`config.mk`:
```
export PLATFORM = sky130hd
export DESIGN_NAME = tmr_core
export DESIGN_NICKNAME = d
export VERILOG_FILES = /design/src/shared/tmr_pkg.sv /design/src/core/tmr_core.sv /design/src/core/tmr_ext_sync.sv
export SDC_FILE = /design/constraint.sdc
export NUM_CORES = 1
export LEC_CHECK = 0
export CORE_MARGIN = 2
export CORE_UTILIZATION = 48
export CTS_CLUSTER_SIZE = 30
export DETAILED_ROUTE_END_ITERATION = 7
export DONT_BUFFER_PORTS = 1
export GPL_TIMING_DRIVEN = 0
export PLACE_DENSITY_LB_ADDON = 0.2
export SYNTH_ARGS = -nofsm -noshare
export SYNTH_HDL_FRONTEND = slang
export SYNTH_SLANG_ARGS = --single-unit
```
`constraint.sdc`:
```
create_clock -name clk -period 5.35 [get_ports clk]
set_clock_uncertainty 0.1 [all_clocks]
set_input_delay 0.2675 -clock clk [delete_from_list [all_inputs] [get_ports clk]]
set_output_delay 0.2675 -clock clk [all_outputs]
set_load 0.005 [all_outputs]
```
`src/shared/tmr_pkg.sv`:
```
// constants, offsets and field layout shared by the modulo timer core
// Notes on behaviour
// - clock select 0..6 picks bus clock /1../64, 7 picks external pin; reset clears.
// - with the external clock selected the pin is an input, whatever its direction bit.
// - each channel pin is capture or compare; only channel 0 offers buffered modes.
// - counter equal to modulo sets the overflow flag and restarts from zero.
// - overflow flag clears by reading status with flag set, then writing zero.
// - an overflow between that read and write cancels the clear; writing one does nothing.
// - overflow flag and enable both set raise the overflow request; reset clears enable.
// - halt bit freezes the counter; reset sets it, so counting waits for software.
// - write-only counter reset clears counter and prescaler, self-clears, reads zero.
// - halt and counter reset in one write leave the counter halted at zero.
// - counter reads as read-only high and low bytes; writes to them are ignored.
// - high byte read holds the low byte until the low byte is read.
// - system reset and counter reset clear both readout bytes.
// - modulo high write blocks overflow flagging until the modulo low byte is written.
// - modulo register is two read/write bytes, all ones after reset.
// - the counter holds while the break state lasts.
// - counter runs in wait and holds, without loss, in the stop state.
`default_nettype none

package tmr_pkg;
  localparam int ADDR_W = 8;
  localparam int DATA_W = 8;
  localparam int CNT_W = 16;
  localparam int PRE_W = 7;
  localparam int SEL_W = 3;

  localparam logic [ADDR_W-1:0] OFS_STATUS = 8'h20;
  localparam logic [ADDR_W-1:0] OFS_CNT_HI = 8'h22;
  localparam logic [ADDR_W-1:0] OFS_CNT_LO = 8'h23;
  localparam logic [ADDR_W-1:0] OFS_MOD_HI = 8'h24;
  localparam logic [ADDR_W-1:0] OFS_MOD_LO = 8'h25;
  localparam logic [ADDR_W-1:0] OFS_CH0 = 8'h26;
  localparam logic [ADDR_W-1:0] OFS_CH1 = 8'h29;

  // status/control field positions
  localparam int BIT_FLAG = 7;
  localparam int BIT_IRQ_EN = 6;
  localparam int BIT_HALT = 5;
  localparam int BIT_CNT_RST = 4;
  localparam int BIT_SEL_LO = 0;
  // channel status/control field positions
  localparam int BIT_CH_FLAG = 7;
  localparam int BIT_CH_BUF = 5;

  localparam logic [SEL_W-1:0] SEL_RST = 3'h0;
  localparam logic [SEL_W-1:0] SEL_EXT = 3'h7;
  localparam logic HALT_RST = 1'b1;
  localparam logic [CNT_W-1:0] CNT_RST = 16'h0000;
  localparam logic [CNT_W-1:0] MOD_RST = 16'hFFFF;
  localparam logic [PRE_W-1:0] PRE_RST = 7'h00;
  localparam logic [DATA_W-1:0] CH_RST = 8'h00;
  localparam logic [DATA_W-1:0] RD_IDLE = 8'h00;
  // channel 1 has no buffered-mode bit
  localparam logic [DATA_W-1:0] CH1_WR_MASK = 8'hDF;

  // upper limit on the external clock rate, in MHz
  localparam int EXT_CLK_MAX_MHZ = 4;
endpackage : tmr_pkg

`default_nettype wire

```
`src/core/tmr_core.sv`:
```
// modulo timer core: prescaler, counter, modulo, readout latch and register port
//
// The implementer's own choice: the strobed register port.
`default_nettype none

module tmr_core (
  input wire logic clk,
  input wire logic nrst,
  input wire logic clkEn,
  input wire logic [tmr_pkg::ADDR_W-1:0] addr,
  input wire logic [tmr_pkg::DATA_W-1:0] wrData,
  input wire logic wrStb,
  input wire logic rdStb,
  output logic [tmr_pkg::DATA_W-1:0] rdData,
  input wire logic extClockPin,
  input wire logic portDirBit,
  input wire logic breakActive,
  input wire logic stopMode,
  input wire logic [1:0] chanEvent,
  output logic extPinDriveOk,
  output logic overflowIrq,
  output logic overflowTick,
  output logic [tmr_pkg::CNT_W-1:0] counterValue,
  output logic [tmr_pkg::DATA_W-1:0] chan0Ctrl,
  output logic [tmr_pkg::DATA_W-1:0] chan1Ctrl
);
  import tmr_pkg::*;

  // two-step clear: a new event always wins over the zero-write
  function automatic logic flagNext(input logic flag, input logic armed,
                                    input logic setEv, input logic zeroWr);
    flagNext = setEv | (flag & ~(armed & zeroWr));
  endfunction

  // the clear is armed by a read seeing the flag, cancelled by an event or any write
  function automatic logic armNext(input logic flag, input logic armed, input logic setEv,
                                   input logic rdHit, input logic wrHit);
    if (setEv) begin
      armNext = 1'b0;
    end else if (wrHit) begin
      armNext = 1'b0;
    end else if (rdHit && flag) begin
      armNext = 1'b1;
    end else begin
      armNext = armed;
    end
  endfunction

  function automatic logic divTick(input logic [SEL_W-1:0] sel, input logic [PRE_W-1:0] pre);
    logic [PRE_W-1:0] mask;
    mask = PRE_W'((8'h01 << sel) - 8'h01);
    divTick = (pre & mask) == mask;
  endfunction

  logic clockSel_q;
  logic [SEL_W-1:0] sel_q;
  logic halt_q;
  logic irqEn_q;
  logic ovfFlag_q;
  logic ovfArmed_q;
  logic [CNT_W-1:0] count_q;
  logic [PRE_W-1:0] pre_q;
  logic [CNT_W-1:0] mod_q;
  logic modPending_q;
  logic [DATA_W-1:0] lowBuf_q;
  logic latched_q;
  logic [DATA_W-1:0] ch0_q;
  logic [DATA_W-1:0] ch1_q;
  logic [1:0] chFlag_q;
  logic [1:0] chArmed_q;
  logic [DATA_W-1:0] rdData_q;
  logic irq_q;
  logic ovfTick_q;
  logic drive_q;
  logic extRise;

  tmr_ext_sync u_ext_sync (
    .clk(clk),
    .nrst(nrst),
    .clkEn(clkEn),
    .pinIn(extClockPin),
    .riseTick(extRise)
  );

  logic wrStatus;
  logic rdStatus;
  logic cntRstWr;
  logic running;
  logic tick;
  logic atModulo;
  logic ovfEvent;
  logic [1:0] chWr;
  logic [1:0] chRd;

  assign wrStatus = wrStb && (addr == OFS_STATUS);
  assign rdStatus = rdStb && (addr == OFS_STATUS);
  assign cntRstWr = wrStatus && wrData[BIT_CNT_RST];
  assign chWr = {wrStb && (addr == OFS_CH1), wrStb && (addr == OFS_CH0)};
  assign chRd = {rdStb && (addr == OFS_CH1), rdStb && (addr == OFS_CH0)};

  // break and stop state both freeze counting; wait state does not reach here
  assign running = !halt_q && !breakActive && !stopMode;
  assign tick = (sel_q == SEL_EXT) ? extRise : divTick(sel_q, pre_q);
  assign atModulo = (count_q == mod_q);
  assign ovfEvent = running && tick && atModulo && !cntRstWr && !modPending_q;

  // control fields of the status register
  always_ff @(posedge clk or negedge nrst) begin
    if (!nrst) begin
      sel_q <= SEL_RST;
      halt_q <= HALT_RST;
      irqEn_q <= 1'b0;
    end else if (clkEn && wrStatus) begin
      sel_q <= wrData[BIT_SEL_LO +: SEL_W];
      halt_q <= wrData[BIT_HALT];
      irqEn_q <= wrData[BIT_IRQ_EN];
    end
  end

  // clockSel_q is kept as a plain marker of the external source; nothing reads it, the port logic uses sel_q
  always_ff @(posedge clk or negedge nrst) begin
    if (!nrst) begin
      clockSel_q <= 1'b0;
    end else if (clkEn) begin
      clockSel_q <= (sel_q == SEL_EXT);
    end
  end

  // prescaler only advances while counting, so a halt keeps the phase
  always_ff @(posedge clk or negedge nrst) begin
    if (!nrst) begin
      pre_q <= PRE_RST;
    end else if (clkEn) begin
      if (cntRstWr) begin
        pre_q <= PRE_RST;
      end else if (running) begin
        pre_q <= pre_q + 7'h01;
      end
    end
  end

  always_ff @(posedge clk or negedge nrst) begin
    if (!nrst) begin
      count_q <= CNT_RST;
    end else if (clkEn) begin
      if (cntRstWr) begin
        count_q <= CNT_RST;
      end else if (running && tick) begin
        if (atModulo) begin
          count_q <= CNT_RST;
        end else begin
          count_q <= count_q + 16'h0001;
        end
      end
    end
  end

  // overflow flag with its two-step clear
  always_ff @(posedge clk or negedge nrst) begin
    if (!nrst) begin
      ovfFlag_q <= 1'b0;
      ovfArmed_q <= 1'b0;
    end else if (clkEn) begin
      ovfFlag_q <= flagNext(ovfFlag_q, ovfArmed_q, ovfEvent,
                            wrStatus && !wrData[BIT_FLAG]);
      ovfArmed_q <= armNext(ovfFlag_q, ovfArmed_q, ovfEvent, rdStatus, wrStatus);
    end
  end

  // modulo bytes; a pending high byte mutes overflows until the low byte lands
  always_ff @(posedge clk or negedge nrst) begin
    if (!nrst) begin
      mod_q <= MOD_RST;
      modPending_q <= 1'b0;
    end else if (clkEn && wrStb) begin
      if (addr == OFS_MOD_HI) begin
        mod_q[CNT_W-1:DATA_W] <= wrData;
        modPending_q <= 1'b1;
      end else if (addr == OFS_MOD_LO) begin
        mod_q[DATA_W-1:0] <= wrData;
        modPending_q <= 1'b0;
      end
    end
  end

  // low-byte holding buffer; counter reset drops it so both bytes read zero
  always_ff @(posedge clk or negedge nrst) begin
    if (!nrst) begin
      lowBuf_q <= CNT_RST[DATA_W-1:0];
      latched_q <= 1'b0;
    end else if (clkEn) begin
      if (cntRstWr) begin
        lowBuf_q <= CNT_RST[DATA_W-1:0];
        latched_q <= 1'b0;
      end else if (rdStb && addr == OFS_CNT_HI && !latched_q) begin
        lowBuf_q <= count_q[DATA_W-1:0];
        latched_q <= 1'b1;
      end else if (rdStb && addr == OFS_CNT_LO) begin
        latched_q <= 1'b0;
      end
    end
  end

  // channel control bytes; their function lives in the channel logic
  always_ff @(posedge clk or negedge nrst) begin
    if (!nrst) begin
      ch0_q <= CH_RST;
      ch1_q <= CH_RST;
    end else if (clkEn) begin
      if (chWr[0]) begin
        ch0_q <= wrData;
      end
      if (chWr[1]) begin
        ch1_q <= wrData & CH1_WR_MASK;
      end
    end
  end

  // channel event flags share the overflow flag's clear discipline
  always_ff @(posedge clk or negedge nrst) begin
    if (!nrst) begin
      chFlag_q <= 2'h0;
      chArmed_q <= 2'h0;
    end else if (clkEn) begin
      for (int i = 0; i < 2; i++) begin
        chFlag_q[i] <= flagNext(chFlag_q[i], chArmed_q[i], chanEvent[i],
                                chWr[i] && !wrData[BIT_CH_FLAG]);
        chArmed_q[i] <= armNext(chFlag_q[i], chArmed_q[i], chanEvent[i], chRd[i], chWr[i]);
      end
    end
  end

  // read data stand for exactly one cycle; unmapped reads answer zero
  always_ff @(posedge clk or negedge nrst) begin
    if (!nrst) begin
      rdData_q <= RD_IDLE;
    end else if (clkEn) begin
      rdData_q <= RD_IDLE;
      if (rdStb) begin
        case (addr)
          OFS_STATUS: rdData_q <= {ovfFlag_q, irqEn_q, halt_q, 2'b00, sel_q};
          OFS_CNT_HI: rdData_q <= count_q[CNT_W-1:DATA_W];
          OFS_CNT_LO: rdData_q <= latched_q ? lowBuf_q : count_q[DATA_W-1:0];
          OFS_MOD_HI: rdData_q <= mod_q[CNT_W-1:DATA_W];
          OFS_MOD_LO: rdData_q <= mod_q[DATA_W-1:0];
          OFS_CH0: rdData_q <= {chFlag_q[0], ch0_q[6:0]};
          OFS_CH1: rdData_q <= {chFlag_q[1], ch1_q[6:0]};
          default: rdData_q <= RD_IDLE;
        endcase
      end
    end
  end

  // outputs, all registered
  always_ff @(posedge clk or negedge nrst) begin
    if (!nrst) begin
      irq_q <= 1'b0;
      ovfTick_q <= 1'b0;
      drive_q <= 1'b0;
    end else if (clkEn) begin
      irq_q <= ovfFlag_q && irqEn_q;
      ovfTick_q <= ovfEvent;
      // pin may only drive when the port asks and it is not the timer clock
      drive_q <= portDirBit && (sel_q != SEL_EXT);
    end
  end

  assign rdData = rdData_q;
  assign overflowIrq = irq_q;
  assign overflowTick = ovfTick_q;
  assign extPinDriveOk = drive_q;
  assign counterValue = count_q;
  assign chan0Ctrl = {chFlag_q[0], ch0_q[6:0]};
  assign chan1Ctrl = {chFlag_q[1], ch1_q[6:0]};
endmodule : tmr_core

`default_nettype wire

```
`src/core/tmr_ext_sync.sv`:
```
// three-stage synchroniser and rising-edge detector for the external clock pin
`default_nettype none

module tmr_ext_sync (
  input wire logic clk,
  input wire logic nrst,
  input wire logic clkEn,
  input wire logic pinIn,
  output logic riseTick
);
  logic s1_q;
  logic s2_q;
  logic s3_q;
  logic level_q;
  logic rise_q;

  always_ff @(posedge clk or negedge nrst) begin
    if (!nrst) begin
      s1_q <= 1'b0;
      s2_q <= 1'b0;
      s3_q <= 1'b0;
    end else if (clkEn) begin
      s1_q <= pinIn;
      s2_q <= s1_q;
      s3_q <= s2_q;
    end
  end

  // a level only counts once stages two and three agree
  always_ff @(posedge clk or negedge nrst) begin
    if (!nrst) begin
      level_q <= 1'b0;
      rise_q <= 1'b0;
    end else if (clkEn) begin
      if (s2_q == s3_q) begin
        level_q <= s3_q;
      end
      rise_q <= (s2_q == s3_q) && s3_q && !level_q;
    end
  end

  assign riseTick = rise_q;
endmodule : tmr_ext_sync

`default_nettype wire

```
==> impl_summary.txt <==
----------------------------------------------------
[Status]
  Status ... finished clean

[Floorplan]
  Standard cell core area ... 0.01014 mm²
  Overall die height ... 105.4 µm
  I/O pin count ... 70
  Initial cell density of the core ... 0.4870
  Die footprint ... 0.01111 mm²
  Standard-cell row count ... 37
  Die Wd ... 105.4 µm

[GRT]
  Maximum number of pins on one net before global-route repair ... 89
  Number of global-route vias before repair ... 3964
  Number of antenna violations at the first check in global routing ... 0
  Combined global-route utilization of all metal layers ... 0.2568
  Sum of overflow across all layers after global routing ... 0
  Global-route wire length before repair ... 22040 µm

[Synth]
  Simple logic cell fraction of the synthesized area ... 0.1827
  Synth async-reset ratio ... 1.000
  Most frequent cells after synthesis ... dfrtp_1, mux2_2, nand2_1
  Net count of the mapped netlist ... 513
  Mux cell area share after synthesis ... 0.1404
  Proportion of netlist area held by the largest area contributor ... 0.3599
  Mapped Avg Cell Area ... 10.22 µm²
  Synthesis-stage register bit count ... 88
  Leading register cell type out of synthesis ... dfrtp_1
  Instance count of the mapped netlist ... 483
  Post-Synthesis Cell Area ... 0.004937 mm²
  Share of synthesized cell area in full adder, half adder and majority cells ... 0.007603
  Dominant combinational cell family by area after synthesis ... simple AND/OR/NAND/NOR gates
  Sequential fraction of the synthesis area ... 0.4503
  Number of distinct library cells after synthesis ... 59
  Cell type with the largest total area after synthesis ... dfrtp_1
  Number of enable flip-flop cells after synthesis ... 0
  Area fraction in compound gates after synthesis ... 0.1396
  Synth warn ... 0
  Dominant cells by area after synthesis ... dfrtp_1, mux2_2, dfstp_2
  XOR/XNOR Fraction of Synth Area ... 0.03548
  Most used standard cell by instance count after synthesis ... dfrtp_1

[Finish]
  Share of cells above drive strength 1 ... 0.1988
  Area of the multi-input gates ... 0.002501 mm²
  Antenna diode count ... 0
  Final-layout fill cell count ... 881
  Sequential cell area ... 0.002223 mm²
  Post-layout net count ... 538
  Area growth, synth to finish ... 10.97%

[Timing]
  Timing-limited maximum frequency ... 391.9 MHz
  Unrepaired setup endpoints after global routing ... no
  Headroom to the max-slew limit ... 0.3493
  Max-slew violations ... 0
  Fin worst setup slack ... 2.798 ns
  Hold violation count in the final report ... 0
  Final critical delay including setup and external delays ... 2.552 ns
  Transition time at the pin with the least slew margin ... 0.9708 ns
  Number of setup violations in the final report ... 0
  Final period utilization ... 0.4770
  Fin Setup TNS ... 0 ns

[Flow run]
  Count of max-cap constraint violations ... 0

[Route]
  DRT iter0 DRCs ... 325
  Total iterations of the first detailed-routing run ... 4
  Routed met2 length ... 6411 µm
  Remaining routing DRC violations ... 0
  Routed met3 length ... 954 µm
  Highest metal layer with signal wires ... met4
  Average routed wire per standard cell ... 21.21 µm
  Number of vias per cell after detailed routing ... 6.233
  Vias post-DR ... 4045
  Antenna violation net count after detailed routing ... 0
  Wl on met1 ... 6018 µm
  Overall routed net length ... 13760 µm

[Placed design]
  Post-DP HPWL ... 9907 µm
  Weighted congestion at the end of routability-driven global placement ... 0.9160
  Input/output buffers ... 0
  Worst setup slack after placement ... 2.830 ns

[Pwr]
  Cell leakage power ... 2.284 nW
  Worst vdd rail ir drop ... 0.1709 mV
  Power density over the cells ... 271.4 mW/mm²

[Critical path]
  Maximum fanout along the worst path ... 10
  Endpoint type of the worst setup path ... register
  Critical Path AT ... 2.65 ns
  Biggest cell delay along the critical path ... 0.51 ns
  Critical path buffers and inverters ... 2
  Master of the slowest instance on the critical path ... a221oi_2
  Worst endpoint required time ... 5.45 ns
  Critical path, cell by cell ... and2_1, a221oi_2, o221ai_2, buf_2, clkbuf_1, o21ai_0, a21oi_1
  Worst Setup Start Kind ... register
  Family of cells with the greatest summed delay on the critical path ... compound AO/OA/AOI/OAI gates
  Crit path kind ... register to register

[CTS]
  Number of H-tree branching levels ... 3
  Maximum clock insertion buffer count ... 2
  Post-CTS clock slew at the launch and capture registers of the worst setup and hold paths ... 0.08 ns
  CTS buffer count ... 9
  Worst skew pair latency ... 0.36 ns
  Root Driver ... clkbuf_8
  TritonCTS Sinks ... 88
  Clock tree from TritonCTS ... built

[Hold path]
  Worst hold path type ... primary input to register

----------------------------------------------------
## final timing paths
kind                                    startpoint                  end  slack (ns)  cells past startpoint
worst max-delay path                      sel_q[1]     counterValue[14]        2.80                      7
worst min-delay path                         rdStb         chArmed_q[1]        0.03                      2
worst max register to register            sel_q[1]     counterValue[14]        2.80                      7
worst min register to register  u_ext_sync.level_q  u_ext_sync.riseTick        0.36                      1
max in group asynchronous                     nrst            mod_q[10]        4.38                      2
min in group asynchronous                     nrst      counterValue[1]        0.39                      2
## kinds of logic (layout without fill, tap and decap cells)
logic type | Yosys count | in the layout
AO/OA/AOI/OAI | 103 | 103
XOR/XNOR | 20 | 20
adder cells (fa/ha/maj) | 3 | 3
buffers and inverters | 52 | 82
flip-flops | 88 | 88
multiplexers | 64 | 64
other | 1 | 1
AND/OR/NAND/NOR | 152 | 152
## through the flow
| stage | total power [mW] | instances | hold slack [ns] | cell area [µm²] | utilization |
|---|---|---|---|---|---|
| global placement | 0.9592 | 619 | -0.1239 | 5107 | 0.5038 |
| CTS | 1.494 | 649 | 0.02408 | 5479 | 0.5404 |
| global route | 1.556 | 649 | 0.03694 | 5479 | 0.5404 |
| floorplan | 0.9046 | 483 | -0.1281 | 4937 | - |
| detailed placement | 0.9644 | 619 | -0.1240 | 5107 | 0.5038 |
| finish | 1.487 | 649 | 0.02999 | 5479 | 0.5404 |
## cells in the final DEF (no fill, tap or decap), drive strengths merged, types with 15 or more instances in the layout
master and count:
nand2 32, a21oi 17, nor2 16, mux2i 22
inv 20, dfrtp 71, o21ai 31, xor2 20
clkbuf 31, nand4 17, buf 15, mux2 42
nand3 28, dfstp 17
## metal layers
layer  vias up  track usage
met5         -            0
met4         0       0.1143
met3        23      0.04886
met2       174       0.3876
met1      2010       0.3594
li1       1838            -
## state kept, by name, indices dropped and copies added, names as in the netlist, 2 cells and up
register	count
pre_q	6
mod_q	16
counterValue	16
chFlag_q	2
ch1_q	6
lowBuf_q	8
chArmed_q	2
sel_q	3
rdData	8
ch0_q	7
## final cells by class
class | instances | area share
Inverter | 20 | 0.01370
Timing Repair Buffer | 14 | 0.02877
Tap cell | 136 | 0.03106
Multi-Input combinational cell | 343 | 0.4565
Sequential cell | 88 | 0.4058
Clock inverter | 3 | 0.01187
Buffer | 32 | 0.02512
Clock buffer | 13 | 0.02718
## what timing repair did
item	CTS	global route
hold endpoints to repair	124	0
resized for setup	0	0
hold buffers	14	0
setup buffers	0	0
## report_power, final
part,total (mW),leakage [nW],internal (mW),switching [mW]
Sequential,0.770,1.12,0.711,0.0596
Combinational,0.212,1.05,0.0832,0.128
Clock,0.505,0.108,0.276,0.229
Total,1.49,2.28,1.07,0.417
No activity file was read; power rests on OpenSTA's default activity.
